[src/pmsi_pkg.sv]
// Purpose: shared constants for the power control and slot identification registers
// Assumes: dword-addressed configuration space, byte enables per lane
// Notes: offsets are byte addresses of the aligned dwords
package pmsi_pkg;
  localparam logic [7:0] PMSI_OFF_PM_CSR = 8'h94;
  localparam logic [7:0] PMSI_OFF_RSVD0 = 8'h98;
  localparam logic [7:0] PMSI_OFF_RSVD1 = 8'h9c;
  localparam logic [7:0] PMSI_OFF_SLOT = 8'ha0;
  localparam int PMSI_PS_LSB = 0;
  localparam int PMSI_WAKE_EN_BIT = 8;
  localparam int PMSI_WAKE_ST_BIT = 15;
  localparam int PMSI_B2B3_BIT = 22;
  localparam int PMSI_BPCC_BIT = 23;
  localparam int PMSI_SLOTNUM_LSB = 16;
  localparam int PMSI_FIC_BIT = 21;
  localparam int PMSI_CHASSIS_LSB = 24;
  localparam logic [1:0] PMSI_PS_D0 = 2'h0;
  localparam logic [1:0] PMSI_PS_D1 = 2'h1;
  localparam logic [1:0] PMSI_PS_D2 = 2'h2;
  localparam logic [1:0] PMSI_PS_D3 = 2'h3;
  localparam logic [7:0] PMSI_CAP_ID = 8'h04;
  localparam logic [7:0] PMSI_NEXT_PTR = 8'hb0;
  localparam logic [4:0] PMSI_SLOTNUM_RST = 5'h00;
  localparam logic [7:0] PMSI_CHASSIS_RST = 8'h00;
  localparam logic PMSI_B2B3_VAL = 1'b0;
  localparam logic PMSI_BPCC_VAL = 1'b0;
  localparam int PMSI_DEV_RST_CYCLES = 4;
endpackage

[src/pmsi_sync.sv]
// Purpose: two flip-flop synchroniser for asynchronous levels
// Assumes: input is a quasi-static level
// Notes: first stage feeds only the second
`timescale 1ns/1ps
`default_nettype none
module pmsi_sync #(
  parameter int W = 1
) (
  input wire logic clk,
  input wire logic rst_n,
  input wire logic [W-1:0] d,
  output logic [W-1:0] q
);
  logic [W-1:0] s1_q;
  always_ff @(posedge clk or negedge rst_n) begin
    if (!rst_n) begin
      s1_q <= '0;
      q <= '0;
    end else begin
      s1_q <= d;
      q <= s1_q;
    end
  end
endmodule
`default_nettype wire

[src/pmsi_dev_reset.sv]
// Purpose: stretches a one-cycle request into an internal device reset pulse
// Assumes: req is synchronous to clk
// Notes: never touches the parallel bus reset pin
`timescale 1ns/1ps
`default_nettype none
module pmsi_dev_reset #(
  parameter int CYCLES = 4
) (
  input wire logic clk,
  input wire logic rst_n,
  input wire logic req,
  output logic dev_rst
);
  logic [7:0] cnt_q;
  always_ff @(posedge clk or negedge rst_n) begin
    if (!rst_n) begin
      cnt_q <= 8'h00;
      dev_rst <= 1'b0;
    end else if (req) begin
      cnt_q <= 8'(CYCLES - 1);
      dev_rst <= 1'b1;
    end else if (cnt_q != 8'h00) begin
      cnt_q <= cnt_q - 8'h01;
    end else begin
      dev_rst <= 1'b0;
    end
  end
endmodule
`default_nettype wire

[src/pmsi_regs.sv]
// Purpose: power control/status, bridge extension and slot identification registers
// Assumes: config accesses are one-cycle strobes on clk; aux_rst_n is the power-on reset of sticky bits
// Notes: read data is registered and valid the cycle after rd_en
`timescale 1ns/1ps
`default_nettype none
// What this block does
// - The power state lives in bits 1:0, 00 is D0 and 11 is D3, and resets to D0.
// - Writes of the D1 or D2 code to the power state are dropped and the state is kept.
// - A software write taking the state from D3 to D0 fires an internal reset, never the bus reset pin.
// - The sticky wake enable at bit 8, reset 0, gates the wake event output.
// - Data select, data scale and the data byte read zero and ignore writes.
// - Bit 22 of the bridge extension reads 0.
// - Bit 23 of the bridge extension reads 0 and ignores writes.
// - The slot identification slot_ident_cap_id reads 04h in bits 7:0.
// - The slot identification capability is off after reset and enabled only by the loader.
// - The slot identification next pointer reads B0h in bits 15:8.
// - Slot number at 20:16 and first-in-chassis at 21 are writable, reset 0; bits 23:22 read zero.
// - The chassis number at 31:24 is writable and resets to 00h.
// - Wake events may be signalled in D0, D3hot and D3cold.
module pmsi_regs #(
  parameter int DEV_RST_CYCLES = pmsi_pkg::PMSI_DEV_RST_CYCLES
) (
  input wire logic clk,
  input wire logic rst_n,
  input wire logic aux_rst_n,
  input wire logic wr_en,
  input wire logic rd_en,
  input wire logic [7:0] addr,
  input wire logic [3:0] byte_en,
  input wire logic [31:0] wr_data,
  input wire logic wake_event_in,
  input wire logic loader_si_en,
  input wire logic loader_si_we,
  output logic [31:0] rd_data,
  output logic si_cap_present,
  output logic [1:0] power_state,
  output logic dev_reset,
  output logic wake_event_out_n
);
  logic rst_s1_q, rst_sync_q;
  logic aux_s1_q, aux_sync_q;
  logic wake_sync, ld_en_sync, ld_we_sync;
  logic wake_d1_q;
  logic [1:0] ps_q;
  logic wake_en_q, wake_st_q;
  logic si_en_q;
  logic [4:0] slot_num_q;
  logic fic_q;
  logic [7:0] chassis_q;
  logic wr_pm, wr_slot, ps_wr_ok, d3_to_d0, wake_rise;
  logic [31:0] rd_d;
  logic dev_rst;

  // reset release through two flops, sticky domain separately
  always_ff @(posedge clk or negedge rst_n) begin
    if (!rst_n) begin
      rst_s1_q <= 1'b0;
      rst_sync_q <= 1'b0;
    end else begin
      rst_s1_q <= 1'b1;
      rst_sync_q <= rst_s1_q;
    end
  end

  always_ff @(posedge clk or negedge aux_rst_n) begin
    if (!aux_rst_n) begin
      aux_s1_q <= 1'b0;
      aux_sync_q <= 1'b0;
    end else begin
      aux_s1_q <= 1'b1;
      aux_sync_q <= aux_s1_q;
    end
  end

  pmsi_sync #(.W(3)) u_sync (
    .clk(clk),
    .rst_n(aux_sync_q),
    .d({wake_event_in, loader_si_en, loader_si_we}),
    .q({wake_sync, ld_en_sync, ld_we_sync})
  );

  function automatic logic hit(input logic [7:0] a, input logic [7:0] off);
    hit = (a[7:2] == off[7:2]);
  endfunction

  assign wr_pm = wr_en && hit(addr, pmsi_pkg::PMSI_OFF_PM_CSR);
  assign wr_slot = wr_en && hit(addr, pmsi_pkg::PMSI_OFF_SLOT) && si_en_q;
  assign ps_wr_ok = wr_pm && byte_en[0] && (wr_data[1:0] == pmsi_pkg::PMSI_PS_D0 ||
                    wr_data[1:0] == pmsi_pkg::PMSI_PS_D3);
  assign d3_to_d0 = ps_wr_ok && ps_q == pmsi_pkg::PMSI_PS_D3 &&
                    wr_data[1:0] == pmsi_pkg::PMSI_PS_D0;
  assign wake_rise = wake_sync && !wake_d1_q;

  // power state, cleared only by the synchronised reset, not by the internal reset
  always_ff @(posedge clk or negedge rst_sync_q) begin
    if (!rst_sync_q) begin
      ps_q <= pmsi_pkg::PMSI_PS_D0;
    end else if (ps_wr_ok) begin
      ps_q <= wr_data[1:0];
    end
  end

  // sticky bits survive ordinary resets
  always_ff @(posedge clk or negedge aux_sync_q) begin
    if (!aux_sync_q) begin
      wake_en_q <= 1'b0;
      wake_st_q <= 1'b0;
      wake_d1_q <= 1'b0;
    end else begin
      wake_d1_q <= wake_sync;
      if (wr_pm && byte_en[1]) begin
        wake_en_q <= wr_data[pmsi_pkg::PMSI_WAKE_EN_BIT];
      end
      // any power state may raise it; set wins over clear
      if (wake_rise) begin
        wake_st_q <= 1'b1;
      end else if (wr_pm && byte_en[1] && wr_data[pmsi_pkg::PMSI_WAKE_ST_BIT]) begin
        wake_st_q <= 1'b0;
      end
    end
  end

  // capability enable only from the loader
  always_ff @(posedge clk or negedge rst_sync_q) begin
    if (!rst_sync_q) begin
      si_en_q <= 1'b0;
    end else if (ld_we_sync) begin
      si_en_q <= ld_en_sync;
    end
  end

  always_ff @(posedge clk or negedge rst_sync_q) begin
    if (!rst_sync_q) begin
      slot_num_q <= pmsi_pkg::PMSI_SLOTNUM_RST;
      fic_q <= 1'b0;
      chassis_q <= pmsi_pkg::PMSI_CHASSIS_RST;
    end else if (dev_rst) begin
      slot_num_q <= pmsi_pkg::PMSI_SLOTNUM_RST;
      fic_q <= 1'b0;
      chassis_q <= pmsi_pkg::PMSI_CHASSIS_RST;
    end else if (wr_slot) begin
      if (byte_en[2]) begin
        slot_num_q <= wr_data[pmsi_pkg::PMSI_SLOTNUM_LSB +: 5];
        fic_q <= wr_data[pmsi_pkg::PMSI_FIC_BIT];
      end
      if (byte_en[3]) begin
        chassis_q <= wr_data[pmsi_pkg::PMSI_CHASSIS_LSB +: 8];
      end
    end
  end

  pmsi_dev_reset #(.CYCLES(DEV_RST_CYCLES)) u_dev_rst (
    .clk(clk),
    .rst_n(rst_sync_q),
    .req(d3_to_d0),
    .dev_rst(dev_rst)
  );

  always_comb begin
    rd_d = 32'h0000_0000;
    if (hit(addr, pmsi_pkg::PMSI_OFF_PM_CSR)) begin
      rd_d[pmsi_pkg::PMSI_PS_LSB +: 2] = ps_q;
      rd_d[pmsi_pkg::PMSI_WAKE_EN_BIT] = wake_en_q;
      rd_d[pmsi_pkg::PMSI_WAKE_ST_BIT] = wake_st_q;
      rd_d[pmsi_pkg::PMSI_B2B3_BIT] = pmsi_pkg::PMSI_B2B3_VAL;
      rd_d[pmsi_pkg::PMSI_BPCC_BIT] = pmsi_pkg::PMSI_BPCC_VAL;
    end else if (hit(addr, pmsi_pkg::PMSI_OFF_SLOT) && si_en_q) begin
      rd_d[7:0] = pmsi_pkg::PMSI_CAP_ID;
      rd_d[15:8] = pmsi_pkg::PMSI_NEXT_PTR;
      rd_d[pmsi_pkg::PMSI_SLOTNUM_LSB +: 5] = slot_num_q;
      rd_d[pmsi_pkg::PMSI_FIC_BIT] = fic_q;
      rd_d[pmsi_pkg::PMSI_CHASSIS_LSB +: 8] = chassis_q;
    end
  end

  always_ff @(posedge clk or negedge rst_sync_q) begin
    if (!rst_sync_q) begin
      rd_data <= 32'h0000_0000;
    end else if (rd_en) begin
      rd_data <= rd_d;
    end
  end

  always_ff @(posedge clk or negedge rst_sync_q) begin
    if (!rst_sync_q) begin
      si_cap_present <= 1'b0;
      power_state <= pmsi_pkg::PMSI_PS_D0;
      dev_reset <= 1'b0;
    end else begin
      si_cap_present <= si_en_q;
      power_state <= ps_q;
      dev_reset <= dev_rst;
    end
  end

  // wake pin held in the sticky domain
  always_ff @(posedge clk or negedge aux_sync_q) begin
    if (!aux_sync_q) begin
      wake_event_out_n <= 1'b1;
    end else begin
      wake_event_out_n <= !(wake_en_q && wake_st_q);
    end
  end
endmodule
`default_nettype wire

[config.mk]
export PLATFORM = sky130hd
export DESIGN_NAME = pmsi_regs
export DESIGN_NICKNAME = d
export VERILOG_FILES = /design/src/pmsi_pkg.sv /design/src/pmsi_sync.sv /design/src/pmsi_dev_reset.sv /design/src/pmsi_regs.sv
export SDC_FILE = /design/constraint.sdc
export NUM_CORES = 1
export LEC_CHECK = 0
export BUFFER_PORTS_ARGS = -buffer_cell sky130_fd_sc_hd__buf_2
export CORE_AREA = 10 10 84 86
export DETAILED_ROUTE_END_ITERATION = 8
export DIE_AREA = 0 0 94 96
export PLACE_DENSITY = 0.85
export SLEW_MARGIN = 20
export SYNTH_ARGS = -nofsm -noshare
export SYNTH_HDL_FRONTEND = slang
export SYNTH_SLANG_ARGS = --single-unit
[constraint.sdc]
create_clock -name clk -period 1.85 [get_ports clk]
set_clock_uncertainty 0.15 [all_clocks]
set_input_delay 0.37 -clock clk [delete_from_list [all_inputs] [get_ports clk]]
set_output_delay 0.37 -clock clk [all_outputs]
set_load 0.05 [all_outputs]
After elaboration in Yosys (flattened, before gate mapping)
Index checks and enable logic that the tools add are counted.
Widths: inputs -> output; s select.
{"block": "word_totals", "n_memories": 0, "rom_bits": 0, "elab_cells": 75, "latch_bits": 0, "in_bits": 52, "output_inout_bits": 37, "ram_bits": 0, "reg_bits": 74}
{"block": "op_classes", "n_eq_ne": 5, "shifts": 0, "magnitude_cmp": 0, "n_div": 0, "n_mux": 24, "bitwise_logic": 0, "mul": 0, "add_sub_neg": 1, "reduce_logical": 24}
{"cell": "$mux 8", "n": 7}
{"cell": "$mux 22", "n": 1}
{"cell": "$mux 6", "n": 3}
{"cell": "$mux 5", "n": 3}
{"cell": "$eq 6x6->1 const B", "n": 2}
{"cell": "$logic_and 1x1->1", "n": 12}
{"cell": "$reduce_bool 2->1", "n": 5}
{"cell": "$mux 1", "n": 9}
{"cell": "$reduce_bool 8->1", "n": 1}
{"cell": "$sub 8x1->8 const B", "n": 1}
{"cell": "$eq 2x2->1 const B", "n": 2}
{"cell": "$reduce_and 2->1", "n": 2}
{"cell": "$logic_not 1->1", "n": 2}
{"cell": "$logic_not 2->1", "n": 1}
{"cell": "$mux 2", "n": 1}
{"cell": "$ne 2x2->1 const B", "n": 1}
{"cell": "$logic_or 1x1->1", "n": 1}

Longest topological paths before layout
{"block": "logic_depth", "depth_word": 7, "mapped_depth": 6, "depth_no_buf": 5}

Modules after synthesis
From an unflattened synthesis, not the netlist that was laid out.
{"block": "hier_totals", "hier_cells": 250, "hier_area_um2": 2797.7}
{"mod": "pmsi_regs", "instances": 1, "cells_each": 197, "area_each_um2": 2153.3, "seq_area_each_um2": 1202.4}
{"mod": "pmsi_dev_reset", "instances": 1, "cells_each": 47, "area_each_um2": 494.2, "seq_area_each_um2": 225.2}
{"mod": "pmsi_sync", "instances": 1, "cells_each": 6, "area_each_um2": 150.1, "seq_area_each_um2": 150.1}

Worst setup path after synthesis
Ideal clock, no wire load.
{"block": "synth_path", "path_kind": "reg2reg", "start": "reg u_dev_rst.cnt_q[4]", "end": "reg u_dev_rst.cnt_q[7]", "setup_slack_ps": 72, "t_arrival_ps": 1546, "synth_period_minus_slack_ps": 1778, "setup_ps": 82, "required_ps": 1618, "stages_incl_launch_ff": 5, "path_buffers": 1, "cell_sequence": "dfrtp_1 -> or4_1 -> buf_2 -> or4_4 -> a22oi_2"}
{"block": "synth_between", "elab_chain_len": 3, "elab_cells_between_ends": 5, "classes_between": "add/sub: 1; mux: 2; reduce/logical: 2"}
{"item": "start: declaration", "line": "pmsi_dev_reset.sv:14", "text": "logic [7:0] cnt_q;"}
{"item": "start signal: assignment", "line": "pmsi_dev_reset.sv:20", "text": "cnt_q <= 8'(CYCLES - 1);"}
{"item": "start signal: assignment", "line": "pmsi_dev_reset.sv:23", "text": "cnt_q <= cnt_q - 8'h01;"}
{"item": "$sub 8x1->8", "line": "pmsi_dev_reset.sv:23"}
{"item": "$mux 8", "line": "pmsi_dev_reset.sv:22", "text": "end else if (cnt_q != 8'h00) begin"}
{"item": "$mux 8", "line": "pmsi_dev_reset.sv:19", "text": "end else if (req) begin"}
Parallel ways exist; a longest one is shown, timed or not. The select of a mux whose other input is x is not followed.
A chain may end at the register's enable or synchronous reset.

Worst setup path after layout
{"block": "layout_path", "start": "reg u_dev_rst.cnt_q[0]", "end": "reg u_dev_rst.cnt_q[0]"}
Same word-level chain as after synthesis.

==> results.toml <==
[cts]
cts_tree = "done"
cts_buffers = 9
cts_root_buf = "clkbuf_8"
path_clk_slew_ns = 0.07
numClockSinks = 63
htreeDepth = 3
cts_max_path_buffers = 2
clkLatencyLatePin_ns = 0.34

[worst_setup_path]
slowest_delay_ns = 0.48
crit_arrival_ns = 1.88
end_kind = "flop"
crit_fanout = 5
startpoint_type = "flop"
critical_path.slowest_cell = "or3b_2"
worstPathCellList = "inv_1 -> ha_1 -> or3b_2 -> o21ai_0 -> a22o_1"
worstSetupPathType = "flop to flop"
cp.required_ns = 1.98

[logic_synthesis]
avgSynthCellArea_um2 = 13.0
synth.distinct_cells = 40
synth_cells = 197
synth_area_leader_cell = "dfrtp_1"
synth.area.top_cells = "dfrtp_1 (61%), a22o_1 (10%), buf_4 (4.1%), o21ai_0 (1.8%), mux2_2 (1.8%)"
netlist.area_leader.share = 0.607
ys_seq_area_frac = 0.617
synth_seq_cells = 63
synth.cell_area_um2 = 2560
yosys_warnings = 0

[drt]
vias = 1862
ant_nets = 0
wirelength_um = 6070
remaining_drc_errors = 0
routedWlPerCell_um = 17.3
drtIter0Drc = 97
drtPass1Iterations = 4
via_per_inst = 5.30

[run_status]
outcome = "finished with violations"
violations = "hold timing"

[placement]
gp_congestion = 0.882
dp_slack_ns = -0.0714
post-place-cells = 330
io_buffers = 61
dp_hpwl_um = 4480

[grt]
grt_max_degree = 30
grt_use_total = 0.138
grt_pass1_wl_um = 9670
antenna_found_initial = 0
grt_pass1_vias = 1976
overflow = 0

[sta]
drv_slew = 0
min_period_ns = 1.75
finalSetupTns_ns = 0
fmax_mhz = 571
fin_ws_ns = 0.0996
setup_viol = 0
rsz0062_at_grt = "no"
tightest_slew_ns = 0.571
post-route-period-util = 0.946
hold_viol = 9
slew_headroom = 0.617
holdWs_ns = -0.00961

[floorplanning]
dieHeight_um = 96
placementRows = 27
dieWidth_um = 94
initial_utilization = 0.473
core_um2 = 5410
die-area_um2 = 9020
ioPinCount = 89

[final_layout]
final_layout_size_suffix_gt1_frac = 0.362
area_growth_syn_to_layout_pct = 26.5
stdcell_count = 351
nets = 329
antennaDiodeCount = 0

[min_path]
hp-class = "flop to async pin"

[job]
maxCapViolCount = 0

[power]
pwr-share-comb = 0.089
power.density_nw_per_um2 = 905
clkPwrFrac = 0.403
leakagePower_nw = 1.65
p_sw_frac = 0.252
max-vdd-ir-drop_v = 0.000727
seq_power_share = 0.508
power.switching_mw = 0.739
p_int_mw = 2.19
==> metrics by stage <==
stage	utilization	total power [mW]	hold WS (ns)	cell area, um^2
after floorplan	-	1.68	-0.0756	2600
after global placement	0.550	1.75	0.00483	2970
after detailed placement	0.550	1.76	0.00639	2970
after CTS	0.596	2.96	0.00271	3220
after global routing	0.598	3.06	0.0233	3230
final	0.598	2.93	-0.00961	3230
==> per-layer routing <==
metal  up-vias  part of all wire  track usage
met5         -                 0            0
met4         0             0.015       0.0684
met3         9             0.063       0.0537
met2        48              0.53        0.237
met1       946              0.39        0.146
li1        859                 -            -
==> power groups by stage <==
stage	sequential, mW	combinational (mW)	clock, mW
2_1_floorplan	1.54	0.138	0
3_3_place_gp	1.51	0.244	0
3_5_place_dp	1.51	0.250	0
4_1_cts	1.49	0.259	1.21
5_1_grt	1.50	0.282	1.28
6_report	1.49	0.260	1.18
==> cells in the final DEF, fill, tap and decap left out, drive strengths merged, types with 4 or more instances in the layout <==
cell,n
a22o,30
a22oi,6
buf,71
clkbuf,11
conb,13
dfrtp,62
dlygate4sd3,5
inv,10
mux2,4
nand2,5
nor3,4
o21ai,9
==> synth_stat cells (all sizes together) <==
library cell,number
nand2b,3
and3,3
mux2i,1
and3b,2
ha,3
or3,3
nand3,1
or4b,1
nand2,5
nor3,4
o21bai,1
o21ai,9
conb,2
dfrtp,62
nor4,2
a31oi,2
o31ai,1
a22o,30
and4b,2
a211o,2
or3b,2
a21o,1
dfstp,1
buf,16
a22oi,6
o41ai,1
nand4,2
or4,2
a21oi,1
inv,10
nor4b,1
mux2,4
nor3b,3
nand3b,1
clkbuf,5
and4bb,2
==> worst max-delay path: cells and delay by family (launching register included) <==
kind	cells	cell delay [ns]
AND/OR/NAND/NOR	1	0.48
flip-flops	1	0.40
AO/OA/AOI/OAI	2	0.31
adder cells (fa/ha/maj)	1	0.24
buffers and inverters	1	0.10
==> layout make-up <==
class	instances	area (um^2)
Timing Repair Buffer	76	468
Inverter	10	37.5
Multi-Input combinational cell	114	861
Clock buffer	11	141
Tap cell	72	90.1
Clock inverter	5	57.6
Sequential cell	63	1580
Fill cell	452	2170
==> repair_timing <==
| action | CTS | global route |
|---|---|---|
| hold buffers | 5 | 0 |
| endpoints found under the hold margin | 7 | 0 |
| gates resized for setup | 0 | 2 |
| setup endpoints to repair | 0 | 2 |
| buffers inserted | 0 | 0 |
==> flip-flops by register name (all words and copies together) (netlist names), 2 cells and up <==
signal           count
u_dev_rst.cnt_q      8
chassis_q            8
slot_num_q           5
u_sync.s1_q          3
rd_data             19
u_sync.q             3
power_state          2
ps_q                 2
==> kinds of logic (layout without fill, tap and decap cells) <==
group                    count (synthesis)  count (layout)  share of synthesized area
adder cells (fa/ha/maj)                  3               3                     0.0147
other                                    2              13                    0.00294
AND/OR/NAND/NOR                         39              39                      0.111
AO/OA/AOI/OAI                           54              54                      0.166
buffers and inverters                   31             102                     0.0670
multiplexers                             5               5                     0.0215
flip-flops                              63              63                      0.617
==> worst paths after layout <==
path | startpoint | endpoint | slack [ns] | cells past startpoint
setup / recovery | u_dev_rst.cnt_q[0]$_DFFE_PN0P_ | u_dev_rst.cnt_q[0]$_DFFE_PN0P_ | 0.1 | 5
hold / removal | aux_sync_q$_DFF_PN0_ | wake_d1_q$_DFF_PN0_ | -0.01 | 0
setup reg to reg | u_dev_rst.cnt_q[0]$_DFFE_PN0P_ | u_dev_rst.cnt_q[0]$_DFFE_PN0P_ | 0.1 | 5
hold reg to reg | aux_sync_q$_DFF_PN0_ | wake_d1_q$_DFF_PN0_ | -0.01 | 0
max in group asynchronous | rst_sync_q$_DFF_PN0_ | rd_data[16]$_DFFE_PN0P_ | 0.93 | 1
min in group clk | wr_data[26] | chassis_q[2]$_DFFE_PN0P_ | 0.10 | 2
No activity file was read; power rests on OpenSTA's default activity.
